[src/dmt_pkg.sv]
// Purpose: shared constants and the link clock divider for the DDR4
//          mode/timing sequencer.
// Assumes: clk_sys at 100 MHz; the sequencer makes CK itself by division.
// Notes:   all timing counts are in CK periods unless named _ps or _ns; CK_HALF_DEF is in system clocks.
// Functional notes
// - write with auto precharge: wait WL+2+WR+1 (fixed chop) before power-down.
// - ODT high at least 6 CK (1CK preamble) or 7 CK (2CK) for BL8 write.
// - ODT high at least 4/5 CK without write or with chop-4 write.
// - first rising DQS edge at least 40 CK after write leveling entry.
// - DQS drive enabled at least 25 CK after write leveling entry.
// - after reset exit with CKE high, wait tXPR before gear-down prep MRS.
// - CKE high to gear-down enable takes at least tXS.
// - gear-down enable MRS to sync pulse waits tMOD plus 4 CK.
// - sync pulse to first valid command waits at least tMOD.
// - parity on and DLL off: each refresh gets parity latency added.
// - CA latency at least max of 3 CK and 3.748 ns over tCK.
// - below 1600 MT/s use the 1600 grade timing values.
// - convert ns figures to clocks with the prescribed rounding method.
// - spread accesses over rows; repeated hits on one row are flagged.
`timescale 1ns/1ps

package dmt_pkg;
  // clocking
  localparam int SYS_PERIOD_PS = 10000;
  localparam int CK_HALF_DEF   = 4;
  localparam int TCK_PS        = 2 * CK_HALF_DEF * SYS_PERIOD_PS;
  localparam int TCK_1600_PS   = 1250;
  // register offsets
  localparam logic [11:0] REG_CTRL   = 12'h000;
  localparam logic [11:0] REG_CFG0   = 12'h004;
  localparam logic [11:0] REG_CFG1   = 12'h008;
  localparam logic [11:0] REG_CFG2   = 12'h00C;
  localparam logic [11:0] REG_STATUS = 12'h010;
  // CTRL fields
  localparam int CTRL_OP_POS    = 0;
  localparam int CTRL_HCLR_POS  = 3;
  localparam logic [2:0] OP_NONE  = 3'h0;
  localparam logic [2:0] OP_INIT  = 3'h1;
  localparam logic [2:0] OP_WLEV  = 3'h2;
  localparam logic [2:0] OP_WRITE = 3'h3;
  localparam logic [2:0] OP_REF   = 3'h4;
  // CFG0 fields
  localparam int C0_CWL_POS   = 0;
  localparam int C0_AL_POS    = 5;
  localparam int C0_PL_POS    = 10;
  localparam int C0_WR_POS    = 14;
  localparam int C0_PRE2_POS  = 20;
  localparam int C0_CHOPF_POS = 21;
  localparam int C0_CHOPO_POS = 22;
  localparam int C0_PAR_POS   = 23;
  localparam int C0_DLLO_POS  = 24;
  localparam int C0_AP_POS    = 25;
  localparam int C0_SLOW_POS  = 26;
  localparam logic [31:0] CFG0_RST = 32'h0000_4009;
  // CFG1 fields
  localparam int C1_TMOD_POS = 0;
  localparam int C1_TXPR_POS = 8;
  localparam int C1_TXS_POS  = 18;
  localparam int C1_CAL_POS  = 28;
  localparam logic [31:0] CFG1_RST = 32'h0030_0818;
  // CFG2 fields
  localparam int C2_TRFC_POS = 0;
  localparam int C2_ROW_POS  = 16;
  localparam logic [31:0] CFG2_RST = 32'h0000_0010;
  // STATUS fields
  localparam int ST_BUSY_POS = 0;
  localparam int ST_GEAR_POS = 1;
  localparam int ST_WLS_POS  = 2;
  localparam int ST_HAM_POS  = 3;
  localparam int ST_CAL_POS  = 8;
  // command codes {ras_n, cas_n, we_n}
  localparam logic [2:0] CMD_NOP = 3'h7;
  localparam logic [2:0] CMD_MRS = 3'h0;
  localparam logic [2:0] CMD_REF = 3'h1;
  localparam logic [2:0] CMD_WR  = 3'h4;
  // mode register fields
  localparam logic [1:0] MR_LEVEL  = 2'h1;
  localparam logic [1:0] MR_GEAR   = 2'h3;
  localparam int MR1_WLEV_BIT = 7;
  localparam int MR3_GEAR_BIT = 3;
  localparam int MR4_CAL_POS  = 6;
  localparam int ADDR_AP_BIT  = 10;
  // timing counts
  localparam int ODTH8_1_CK  = 6;
  localparam int ODTH8_2_CK  = 7;
  localparam int ODTH4_1_CK  = 4;
  localparam int ODTH4_2_CK  = 5;
  localparam int WLMRD_CK    = 40;
  localparam int WLDQSEN_CK  = 25;
  localparam int GEAR_EXTRA_CK = 4;
  localparam int BL8_WR_CK   = 4;
  localparam int BC4F_WR_CK  = 2;
  localparam int PD_EXTRA_CK = 1;
  localparam int CAL_MIN_CK  = 3;
  localparam int CAL_MIN_PS  = 3748;
  localparam int TWLO_NS     = 10;
  localparam int WL_SAMPLE_CK =
    (TWLO_NS * 1000 + TCK_PS - 1) / TCK_PS + 1;
  localparam int TRFC_PS     = 350000;
  localparam int HAMMER_DEF  = 8;

  // non-SPD conversion: next higher whole clock
  function automatic int ceil_div(input int a, input int b);
    return (a + b - 1) / b;
  endfunction

  // SPD conversion: truncate(ps / tck + 0.974)
  function automatic int nck_spd(input int ps, input int tck);
    return (ps * 1000 + 974 * tck) / (tck * 1000);
  endfunction

  function automatic int max_int(input int a, input int b);
    return (a > b) ? a : b;
  endfunction

  // CA latency floors at the running clock and the 1600 grade
  localparam int CAL_MIN_OP =
    max_int(CAL_MIN_CK, ceil_div(CAL_MIN_PS, TCK_PS));
  localparam int CAL_MIN_1600 =
    max_int(CAL_MIN_CK, ceil_div(CAL_MIN_PS, TCK_1600_PS));
  localparam int TRFC_MIN_OP   = nck_spd(TRFC_PS, TCK_PS);
  localparam int TRFC_MIN_1600 = nck_spd(TRFC_PS, TCK_1600_PS);

  typedef enum logic [3:0] {
    S_IDLE, S_XPR, S_TXS, S_SYNCW, S_SYNC, S_CMDW,
    S_WLEN, S_WLEDGE, S_WLLOW, S_WLSAMP, S_ODT, S_PDW, S_REFW
  } dmt_state_type;
endpackage

// link clock divider: CK out and a pulse on each rising CK
module dmt_ckgen
  import dmt_pkg::*;
#(
  parameter int HALF = CK_HALF_DEF
) (
  // clock, reset, enable
  input  wire logic clk_sys,
  input  wire logic resetn,
  input  wire logic ce,
  // link clock
  output logic      ck,
  output logic      ck_rise
);
  typedef struct packed {
    logic [7:0] cnt;
    logic       ck;
    logic       rise;
  } dmt_ck_type;

  dmt_ck_type s_reg;
  dmt_ck_type s_next;

  // divider: toggle every HALF system clocks
  always_comb begin
    s_next      = s_reg;
    s_next.rise = 1'b0;
    if (s_reg.cnt == 8'(HALF - 1)) begin
      s_next.cnt  = 8'h00;
      s_next.ck   = ~s_reg.ck;
      s_next.rise = ~s_reg.ck;
    end else begin
      s_next.cnt = s_reg.cnt + 8'h01;
    end
  end

  // state register
  always_ff @(posedge clk_sys or negedge resetn) begin
    if (!resetn) begin
      s_reg <= '0;
    end else if (ce) begin
      s_reg <= s_next;
    end
  end

  assign ck      = s_reg.ck;
  assign ck_rise = s_reg.rise;
endmodule

[src/dmt_ctrl.sv]
// Purpose: host-side sequencer that drives a DDR4 device through init with
//          gear-down, write leveling, single writes and refresh.
// Assumes: APB slave for orders and status; CK made here by a divider.
// Notes:   DDR command and strobe pins change only on the system cycle after a rising CK.
//
// Added by the designer: the APB register port and the register addresses.
`timescale 1ns/1ps

module dmt_ctrl
  import dmt_pkg::*;
#(
  parameter int CK_HALF    = CK_HALF_DEF,
  parameter int HAMMER_LIM = HAMMER_DEF
) (
  // clock, reset, enable
  input  wire logic        clk_sys,
  input  wire logic        resetn,
  input  wire logic        ce,
  // apb slave
  input  wire logic [11:0] paddr,
  input  wire logic        psel,
  input  wire logic        penable,
  input  wire logic        pwrite,
  input  wire logic [31:0] pwdata,
  output logic      [31:0] prdata,
  output logic             pready,
  output logic             pslverr,
  // ddr command side
  output logic             ddr_ck,
  output logic             ddr_reset_n,
  output logic             ddr_cke,
  output logic             ddr_odt,
  output logic             ddr_cs_n,
  output logic             ddr_ras_n,
  output logic             ddr_cas_n,
  output logic             ddr_we_n,
  output logic      [1:0]  ddr_ba,
  output logic      [16:0] ddr_addr,
  // ddr strobe and leveling feedback
  output logic             ddr_dqs_o,
  output logic             ddr_dqs_oe,
  input  wire logic        ddr_dq_fb
);
  typedef struct packed {
    dmt_state_type st;
    logic [2:0]    op_req;
    logic [9:0]    tcnt;
    logic [9:0]    since_cke;
    logic [3:0]    odt_cnt;
    logic          rst_n;
    logic          cke;
    logic          odt;
    logic          cs_n;
    logic [2:0]    cmd;
    logic [1:0]    ba;
    logic [16:0]   addr;
    logic          dqs;
    logic          dqs_oe;
    logic          fb1;
    logic          fb2;
    logic          wl_sample;
    logic          gear_on;
    logic          hammer;
    logic [15:0]   last_row;
    logic [3:0]    same_cnt;
    logic [31:0]   cfg0;
    logic [31:0]   cfg1;
    logic [31:0]   cfg2;
    logic          pready;
    logic          pslverr;
    logic [31:0]   prdata;
  } dmt_ctrl_type;

  dmt_ctrl_type s_reg;
  dmt_ctrl_type s_next;
  logic         ck_rise;

  // link clock divider
  dmt_ckgen #(
    .HALF    (CK_HALF)
  ) u_ckgen (
    .clk_sys (clk_sys),
    .resetn  (resetn),
    .ce      (ce),
    .ck      (ddr_ck),
    .ck_rise (ck_rise)
  );

  // configuration fields
  logic [4:0]  cas_write_latency;
  logic [4:0]  al;
  logic [3:0]  pl;
  logic [5:0]  wr;
  logic        pre2;
  logic        chop_fixed;
  logic        chop_otf;
  logic        par_en;
  logic        dll_off;
  logic        auto_pre;
  logic        slow;
  logic [7:0]  tmod;
  logic [9:0]  txpr;
  logic [9:0]  txs;
  logic [3:0]  cal_req;
  logic [9:0]  trfc;
  logic [15:0] row;

  assign cas_write_latency        = s_reg.cfg0[C0_CWL_POS +: 5];
  assign al         = s_reg.cfg0[C0_AL_POS +: 5];
  assign pl         = s_reg.cfg0[C0_PL_POS +: 4];
  assign wr         = s_reg.cfg0[C0_WR_POS +: 6];
  assign pre2       = s_reg.cfg0[C0_PRE2_POS];
  assign chop_fixed = s_reg.cfg0[C0_CHOPF_POS];
  assign chop_otf   = s_reg.cfg0[C0_CHOPO_POS];
  assign par_en     = s_reg.cfg0[C0_PAR_POS];
  assign dll_off    = s_reg.cfg0[C0_DLLO_POS];
  assign auto_pre   = s_reg.cfg0[C0_AP_POS];
  assign slow       = s_reg.cfg0[C0_SLOW_POS];
  assign tmod       = s_reg.cfg1[C1_TMOD_POS +: 8];
  assign txpr       = s_reg.cfg1[C1_TXPR_POS +: 10];
  assign txs        = s_reg.cfg1[C1_TXS_POS +: 10];
  assign cal_req    = s_reg.cfg1[C1_CAL_POS +: 4];
  assign trfc       = s_reg.cfg2[C2_TRFC_POS +: 10];
  assign row        = s_reg.cfg2[C2_ROW_POS +: 16];

  // derived timing
  logic [9:0] wl;
  logic [3:0] odt_len;
  logic [9:0] pd_wait;
  logic [3:0] cal_min;
  logic [3:0] cal_eff;
  logic [9:0] trfc_min;
  logic [9:0] ref_wait;
  logic       chop;

  assign chop = chop_fixed | chop_otf;
  assign wl   = 10'(cas_write_latency) + 10'(al) + 10'(pl);
  // ODT high time by burst kind and preamble
  assign odt_len = chop ? (pre2 ? 4'(ODTH4_2_CK) : 4'(ODTH4_1_CK))
                        : (pre2 ? 4'(ODTH8_2_CK) : 4'(ODTH8_1_CK));
  // internal write start offset decides the power-down wait
  assign pd_wait = wl + (chop_fixed ? 10'(BC4F_WR_CK)
                                    : 10'(BL8_WR_CK))
                 + 10'(wr) + 10'(PD_EXTRA_CK);
  // 1600 grade figures below 1600 MT/s
  assign cal_min  = slow ? 4'(CAL_MIN_1600) : 4'(CAL_MIN_OP);
  assign cal_eff  = (cal_req > cal_min) ? cal_req : cal_min;
  assign trfc_min = slow ? 10'(TRFC_MIN_1600)
                         : 10'(TRFC_MIN_OP);
  assign ref_wait = ((trfc > trfc_min) ? trfc : trfc_min)
                  + ((par_en && dll_off) ? 10'(pl) : 10'h000);

  // status word
  logic [31:0] status;

  always_comb begin
    status                 = 32'h0000_0000;
    status[ST_BUSY_POS]    = (s_reg.st != S_IDLE) || (s_reg.op_req != OP_NONE);
    status[ST_GEAR_POS]    = s_reg.gear_on;
    status[ST_WLS_POS]     = s_reg.wl_sample;
    status[ST_HAM_POS]     = s_reg.hammer;
    status[ST_CAL_POS +: 4] = cal_eff;
  end

  // apb decode, sequencer and pin drive
  always_comb begin
    logic acc;
    logic hit;
    logic hset;
    acc  = 1'b0;
    hit  = 1'b0;
    hset = 1'b0;
    s_next = s_reg;
    // leveling feedback synchroniser
    s_next.fb1 = ddr_dq_fb;
    s_next.fb2 = s_reg.fb1;

    // apb: answer on the second access cycle
    s_next.pready = psel && penable && !s_reg.pready;
    acc = psel && penable && s_reg.pready;
    hit = (paddr == REG_CTRL) || (paddr == REG_CFG0) ||
          (paddr == REG_CFG1) || (paddr == REG_CFG2) ||
          (paddr == REG_STATUS);
    if (psel && penable && !s_reg.pready) begin
      s_next.pslverr = !hit;
      unique case (paddr)
        REG_CFG0:   s_next.prdata = s_reg.cfg0;
        REG_CFG1:   s_next.prdata = s_reg.cfg1;
        REG_CFG2:   s_next.prdata = s_reg.cfg2;
        REG_STATUS: s_next.prdata = status;
        default:    s_next.prdata = 32'h0000_0000;
      endcase
    end
    if (acc && pwrite) begin
      unique case (paddr)
        REG_CTRL: begin
          if (!status[ST_BUSY_POS]) begin
            s_next.op_req = pwdata[CTRL_OP_POS +: 3];
          end
          if (pwdata[CTRL_HCLR_POS]) begin
            s_next.hammer = 1'b0;
          end
        end
        REG_CFG0: s_next.cfg0 = pwdata;
        REG_CFG1: s_next.cfg1 = pwdata;
        REG_CFG2: s_next.cfg2 = pwdata;
        default:  s_next.op_req = s_next.op_req;
      endcase
    end

    // everything on the link moves once per CK
    if (ck_rise) begin
      s_next.cs_n = 1'b1;
      s_next.cmd  = CMD_NOP;
      if (s_reg.tcnt != 10'h000) begin
        s_next.tcnt = s_reg.tcnt - 10'h001;
      end
      if (s_reg.cke && s_reg.since_cke != 10'h3FF) begin
        s_next.since_cke = s_reg.since_cke + 10'h001;
      end
      if (s_reg.odt_cnt != 4'h0) begin
        s_next.odt_cnt = s_reg.odt_cnt - 4'h1;
      end
      if (s_reg.odt_cnt == 4'h1) begin
        s_next.odt = 1'b0;
      end
      unique case (s_reg.st)
        S_IDLE: begin
          if (s_reg.op_req == OP_INIT) begin
            // leave reset, raise CKE and start tXPR
            s_next.rst_n     = 1'b1;
            s_next.cke       = 1'b1;
            s_next.since_cke = 10'h000;
            s_next.gear_on   = 1'b0;
            s_next.tcnt      = txpr;
            s_next.st        = S_XPR;
            s_next.op_req    = OP_NONE;
          end else if (s_reg.op_req != OP_NONE && !s_reg.cke) begin
            // wake from power-down first, keep the order pending
            s_next.cke       = 1'b1;
            s_next.since_cke = 10'h000;
          end else if (s_reg.op_req == OP_WLEV) begin
            s_next.cs_n   = 1'b0;
            s_next.cmd    = CMD_MRS;
            s_next.ba     = MR_LEVEL;
            s_next.addr   = 17'h00000;
            s_next.addr[MR1_WLEV_BIT] = 1'b1;
            s_next.tcnt   = 10'(WLDQSEN_CK);
            s_next.st     = S_WLEN;
            s_next.op_req = OP_NONE;
          end else if (s_reg.op_req == OP_WRITE) begin
            s_next.cs_n    = 1'b0;
            s_next.cmd     = CMD_WR;
            s_next.addr    = 17'h00000;
            s_next.addr[ADDR_AP_BIT] = auto_pre;
            s_next.odt     = 1'b1;
            s_next.odt_cnt = odt_len;
            s_next.tcnt    = pd_wait;
            s_next.st      = auto_pre ? S_PDW : S_ODT;
            s_next.op_req  = OP_NONE;
            // repeated hits on one row raise a sticky flag
            if (row == s_reg.last_row) begin
              if (s_reg.same_cnt != 4'hF) begin
                s_next.same_cnt = s_reg.same_cnt + 4'h1;
              end
              hset = (s_reg.same_cnt + 4'h1) >= 4'(HAMMER_LIM);
            end else begin
              s_next.same_cnt = 4'h0;
            end
            s_next.last_row = row;
          end else if (s_reg.op_req == OP_REF) begin
            s_next.cs_n   = 1'b0;
            s_next.cmd    = CMD_REF;
            s_next.tcnt   = ref_wait;
            s_next.st     = S_REFW;
            s_next.op_req = OP_NONE;
          end else begin
            s_next.op_req = OP_NONE;
          end
        end
        S_XPR: begin
          // gear-down prep MRS with CA latency, after tXPR
          if (s_reg.tcnt == 10'h000) begin
            s_next.cs_n = 1'b0;
            s_next.cmd  = CMD_MRS;
            s_next.ba   = MR_GEAR;
            s_next.addr = 17'h00000;
            s_next.addr[MR4_CAL_POS +: 4] = cal_eff;
            s_next.st   = S_TXS;
          end
        end
        S_TXS: begin
          if (s_reg.since_cke >= txs) begin
            s_next.cs_n = 1'b0;
            s_next.cmd  = CMD_MRS;
            s_next.ba   = MR_GEAR;
            s_next.addr = 17'h00000;
            s_next.addr[MR4_CAL_POS +: 4] = cal_eff;
            s_next.addr[MR3_GEAR_BIT] = 1'b1;
            s_next.tcnt = 10'(tmod) + 10'(GEAR_EXTRA_CK);
            s_next.st   = S_SYNCW;
          end
        end
        S_SYNCW: begin
          if (s_reg.tcnt == 10'h000) begin
            s_next.cs_n = 1'b0;                              // sync pulse
            s_next.st   = S_SYNC;
          end
        end
        S_SYNC: begin
          s_next.tcnt = 10'(tmod);
          s_next.st   = S_CMDW;
        end
        S_CMDW: begin
          if (s_reg.tcnt == 10'h000) begin
            s_next.gear_on = 1'b1;
            s_next.st      = S_IDLE;
          end
        end
        S_WLEN: begin
          if (s_reg.tcnt == 10'h000) begin
            s_next.dqs_oe = 1'b1;
            s_next.dqs    = 1'b0;
            s_next.tcnt   = 10'(WLMRD_CK - WLDQSEN_CK - 1);
            s_next.st     = S_WLEDGE;
          end
        end
        S_WLEDGE: begin
          if (s_reg.tcnt == 10'h000) begin
            s_next.dqs = 1'b1;
            s_next.st  = S_WLLOW;
          end
        end
        S_WLLOW: begin
          s_next.dqs  = 1'b0;
          s_next.tcnt = 10'(WL_SAMPLE_CK);
          s_next.st   = S_WLSAMP;
        end
        S_WLSAMP: begin
          if (s_reg.tcnt == 10'h000) begin
            s_next.wl_sample = s_reg.fb2;
            s_next.dqs_oe    = 1'b0;
            s_next.st        = S_IDLE;
          end
        end
        S_ODT: begin
          if (s_reg.odt_cnt == 4'h0) begin
            s_next.st = S_IDLE;
          end
        end
        S_PDW: begin
          // power-down only after the write recovery window
          if (s_reg.tcnt == 10'h000 && s_reg.odt_cnt == 4'h0) begin
            s_next.cke = 1'b0;
            s_next.st  = S_IDLE;
          end
        end
        S_REFW: begin
          if (s_reg.tcnt == 10'h000) begin
            s_next.st = S_IDLE;
          end
        end
        default: s_next.st = S_IDLE;
      endcase
    end
    // set wins over a clear in the same cycle
    if (hset) begin
      s_next.hammer = 1'b1;
    end
  end

  // state register
  always_ff @(posedge clk_sys or negedge resetn) begin
    if (!resetn) begin
      s_reg          <= '0;
      s_reg.st       <= S_IDLE;
      s_reg.cs_n     <= 1'b1;
      s_reg.cmd      <= CMD_NOP;
      s_reg.cfg0     <= CFG0_RST;
      s_reg.cfg1     <= CFG1_RST;
      s_reg.cfg2     <= CFG2_RST;
    end else if (ce) begin
      s_reg <= s_next;
    end
  end

  // outputs straight from the state register
  assign prdata      = s_reg.prdata;
  assign pready      = s_reg.pready;
  assign pslverr     = s_reg.pslverr;
  assign ddr_reset_n = s_reg.rst_n;
  assign ddr_cke     = s_reg.cke;
  assign ddr_odt     = s_reg.odt;
  assign ddr_cs_n    = s_reg.cs_n;
  assign ddr_ras_n   = s_reg.cmd[2];
  assign ddr_cas_n   = s_reg.cmd[1];
  assign ddr_we_n    = s_reg.cmd[0];
  assign ddr_ba      = s_reg.ba;
  assign ddr_addr    = s_reg.addr;
  assign ddr_dqs_o   = s_reg.dqs;
  assign ddr_dqs_oe  = s_reg.dqs_oe;
endmodule

[config.mk]
export PLATFORM = sky130hd
export DESIGN_NAME = dmt_ctrl
export DESIGN_NICKNAME = d
export VERILOG_FILES = /design/src/dmt_pkg.sv /design/src/dmt_ctrl.sv
export SDC_FILE = /design/constraint.sdc
export NUM_CORES = 1
export LEC_CHECK = 0
export BUFFER_PORTS_ARGS = -buffer_cell sky130_fd_sc_hd__buf_2
export CAP_MARGIN = 20
export CORE_ASPECT_RATIO = 1.1
export CORE_MARGIN = 2
export CORE_UTILIZATION = 55
export DETAILED_ROUTE_END_ITERATION = 8
export PLACE_DENSITY = 0.78
export SYNTH_ARGS = -nofsm -noshare
export SYNTH_HDL_FRONTEND = slang
export SYNTH_SLANG_ARGS = --single-unit
export TNS_END_PERCENT = 20
[constraint.sdc]
create_clock -name clk_sys -period 3.35 [get_ports clk_sys]
set_clock_uncertainty 0.15 [all_clocks]
set_input_delay 0.335 -clock clk_sys [delete_from_list [all_inputs] [get_ports clk_sys]]
set_output_delay 0.335 -clock clk_sys [all_outputs]
set_load 0.02 [all_outputs]
==> out/metrics.cfg <==
[status]
status=finished with violations
failed_checks=setup timing

[layout]
finish.instance_area_mm2=0.0145
largest_register_ffs=111
nNetsFinal=1514
fillers=1692
final_cells=1721
ff_latch_area_mm2=0.00535
final_cell_mix=dfrtp_1, nand2_1, buf_2
drive_gt1_frac=0.260
syn2layout_area_growth_pct=16.6
multi_input_area_mm2=0.00641
final_common_cell=dfrtp_1
diodes=0

[grt]
grt_overflow=0
grt_pass1_wl_um=54900
antenna_found_initial=0
grt_max_degree=76
track_usage=0.291
grt_pass1_vias=10093

[critical_path]
cp_max_fo=2
end_kind=register
crit_arrival_ns=3.86
cp.required_ns=3.59
crit_start=al[1]$_DFFE_PN0P_
worst_setup_path_start_kind=register
reg2reg_from=al[1]$_DFFE_PN0P_
path_class=reg2reg

[sta]
fin_crit_sh=1.08
slew_headroom=0.453
tightest_slew_ns=0.813
worst_slack_ns=-0.271
hold_viol_final=0
rsz0062_at_grt=true
hold_ws_ns=0.0192
fin_crit_ns=3.62
fmax_ghz=0.276
slew_viol_final=0
finalSetupViolCount=7

[yosys]
synth_cell_types=84
synthFlopType=dfrtp_1
synth_seq_cells=213
seq_area_frac_synth=0.429
async_flop_share=1.00
synth_edf_count=0
syn-instance-count=1277
synth_area_mm2=0.0125
syn_area_per_cell_um2=9.76
yosys_warnings=0

[floorplan]
ioPinCount=114
rows=57
core_area_mm2=0.0222
fp.dieH_um=162
dieWidth_um=148
initial_core_util=0.562
dieArea_mm2=0.0239

[routing]
vias=10454
drtIter0Drc=1030
drtAntennaViolNets=0
routed_wl_um=34900
viasPerCell=6.07
dr.pass1.iters=8
post-route-drc-count=0
wl_per_cell_um=20.3

[flow_run]
cap_violations=0

[min_path]
min-delay-start=pwdata[0]
worstHoldPathType=in2reg

[pwr]
p_seq_frac=0.475
peakVddDrop_v=0.000487
p_per_area_mw_per_mm2=407
netSwitchingFraction=0.261
totalPowerFinal_uw=5910
power.switching_uw=1540
p_int_uw=4370
power_frac_clock=0.422
combPwrFrac=0.103
power_leakage_uw=0.00697

[placement]
dp.cells=1643
dp_hpwl_um=25200
place.gp.congestion=0.964
place_worst_setup_slack_ns=-0.359
portBuffers=102
placed_area_mm2=0.0133

[clocking]
htreeDepth=1
cts_buffers=23
clock-root-buffer=clkbuf_16
clk_latency_ns=0.52
clockBufferDepth=3
clock-sinks=213
cts_tree=done
path_clk_slew_ns=0.07

-- worst max-delay path: stages, from the launching register on --
cell and delay, ns:
dfrtp_1 0.37, inv_2 0.05, fa_1 0.54, fa_1 0.43, fa_1 0.51, inv_2 0.05, ha_4 0.16, fa_2 0.37
a211oi_2 0.22, nor2_1 0.08, xor2_1 0.16, o221ai_2 0.15, o21bai_1 0.13, o2111ai_1 0.12
-- area by class of cell --
class | count | share of cell area
multi-input cells | 899 | 0.441
clock buffers | 30 | 0.0442
inverters | 65 | 0.0168
flip-flops and latches | 213 | 0.368
well taps | 295 | 0.0254
clock inverters | 11 | 0.00628
repair buffers | 208 | 0.0981
-- per-layer routing --
metal / track usage / wire length (um) / vias up
met5: 0 / 0 / -
met2: 0.458 / 16100 / 488
li1: - / - / 4730
met3: 0.0508 / 3000 / 94
met4: 0.0975 / 1160 / 0
met1: 0.413 / 14700 / 5142
-- stage by stage --
stage	setup TNS, ns	utilization
after floorplan	-0.736	-
after global placement	-1.25	0.601
after detailed placement	-1.92	0.601
after CTS	-1.61	0.650
after global routing	-2.89	0.655
final	-1.47	0.655
-- worst paths after layout --
check | cells past startpoint | to | slack, ns
min in group asynchronous | 2 | ddr_reset_n$_DFFE_PN0P_ | 0.20
worst max register to register | 13 | s_reg[202]$_DFFE_PN0P_ | -0.27
worst min-delay path | 3 | s_reg[34]$_DFFE_PN0P_ | 0.02
worst min register to register | 1 | ddr_reset_n$_DFFE_PN0P_ | 0.32
worst max-delay path | 13 | s_reg[202]$_DFFE_PN0P_ | -0.27
max in group asynchronous | 3 | s_reg[126]$_DFFE_PN0P_ | 1.85
-- kinds of logic after synthesis --
| kind of cell | synth area share |
|---|---|
| other | 0.000301 |
| muxes | 0.112 |
| DFF | 0.429 |
| buffers and inverters | 0.0722 |
| adders and majority gates | 0.0612 |
| xor gates and xnor gates | 0.0323 |
| AOI/OAI and AO/OA | 0.149 |
| and+or+nand+nor | 0.145 |
-- synthesized netlist by cell type, types with 32 or more instances --
library cell	number	area, um^2
a21oi_1	66	330
mux2i_1	33	330
inv_1	64	240
xnor2_1	32	280
nand2_1	148	556
nor2_1	90	338
ha_1	41	513
buf_4	53	398
clkbuf_1	39	146
mux2_2	89	1000
dfrtp_1	200	5000
o21ai_0	91	455
-- what timing repair did --
item                       CTS  global route
resized for setup            3            20
hold buffers                32             0
hold endpoints to repair   155             0
pin swaps                    6            10
setup buffers                1             2
setup endpoints to repair    8             8
-- power groups by stage --
stage	sequential, uW	combinational (uW)	clock, uW
finish	2810	611	2500
CTS	2800	596	2520
global route	2820	682	2630
global placement	2840	549	0
detailed placement	2850	564	0
floorplan	2850	334	0
(Power assumes the default switching activity.)
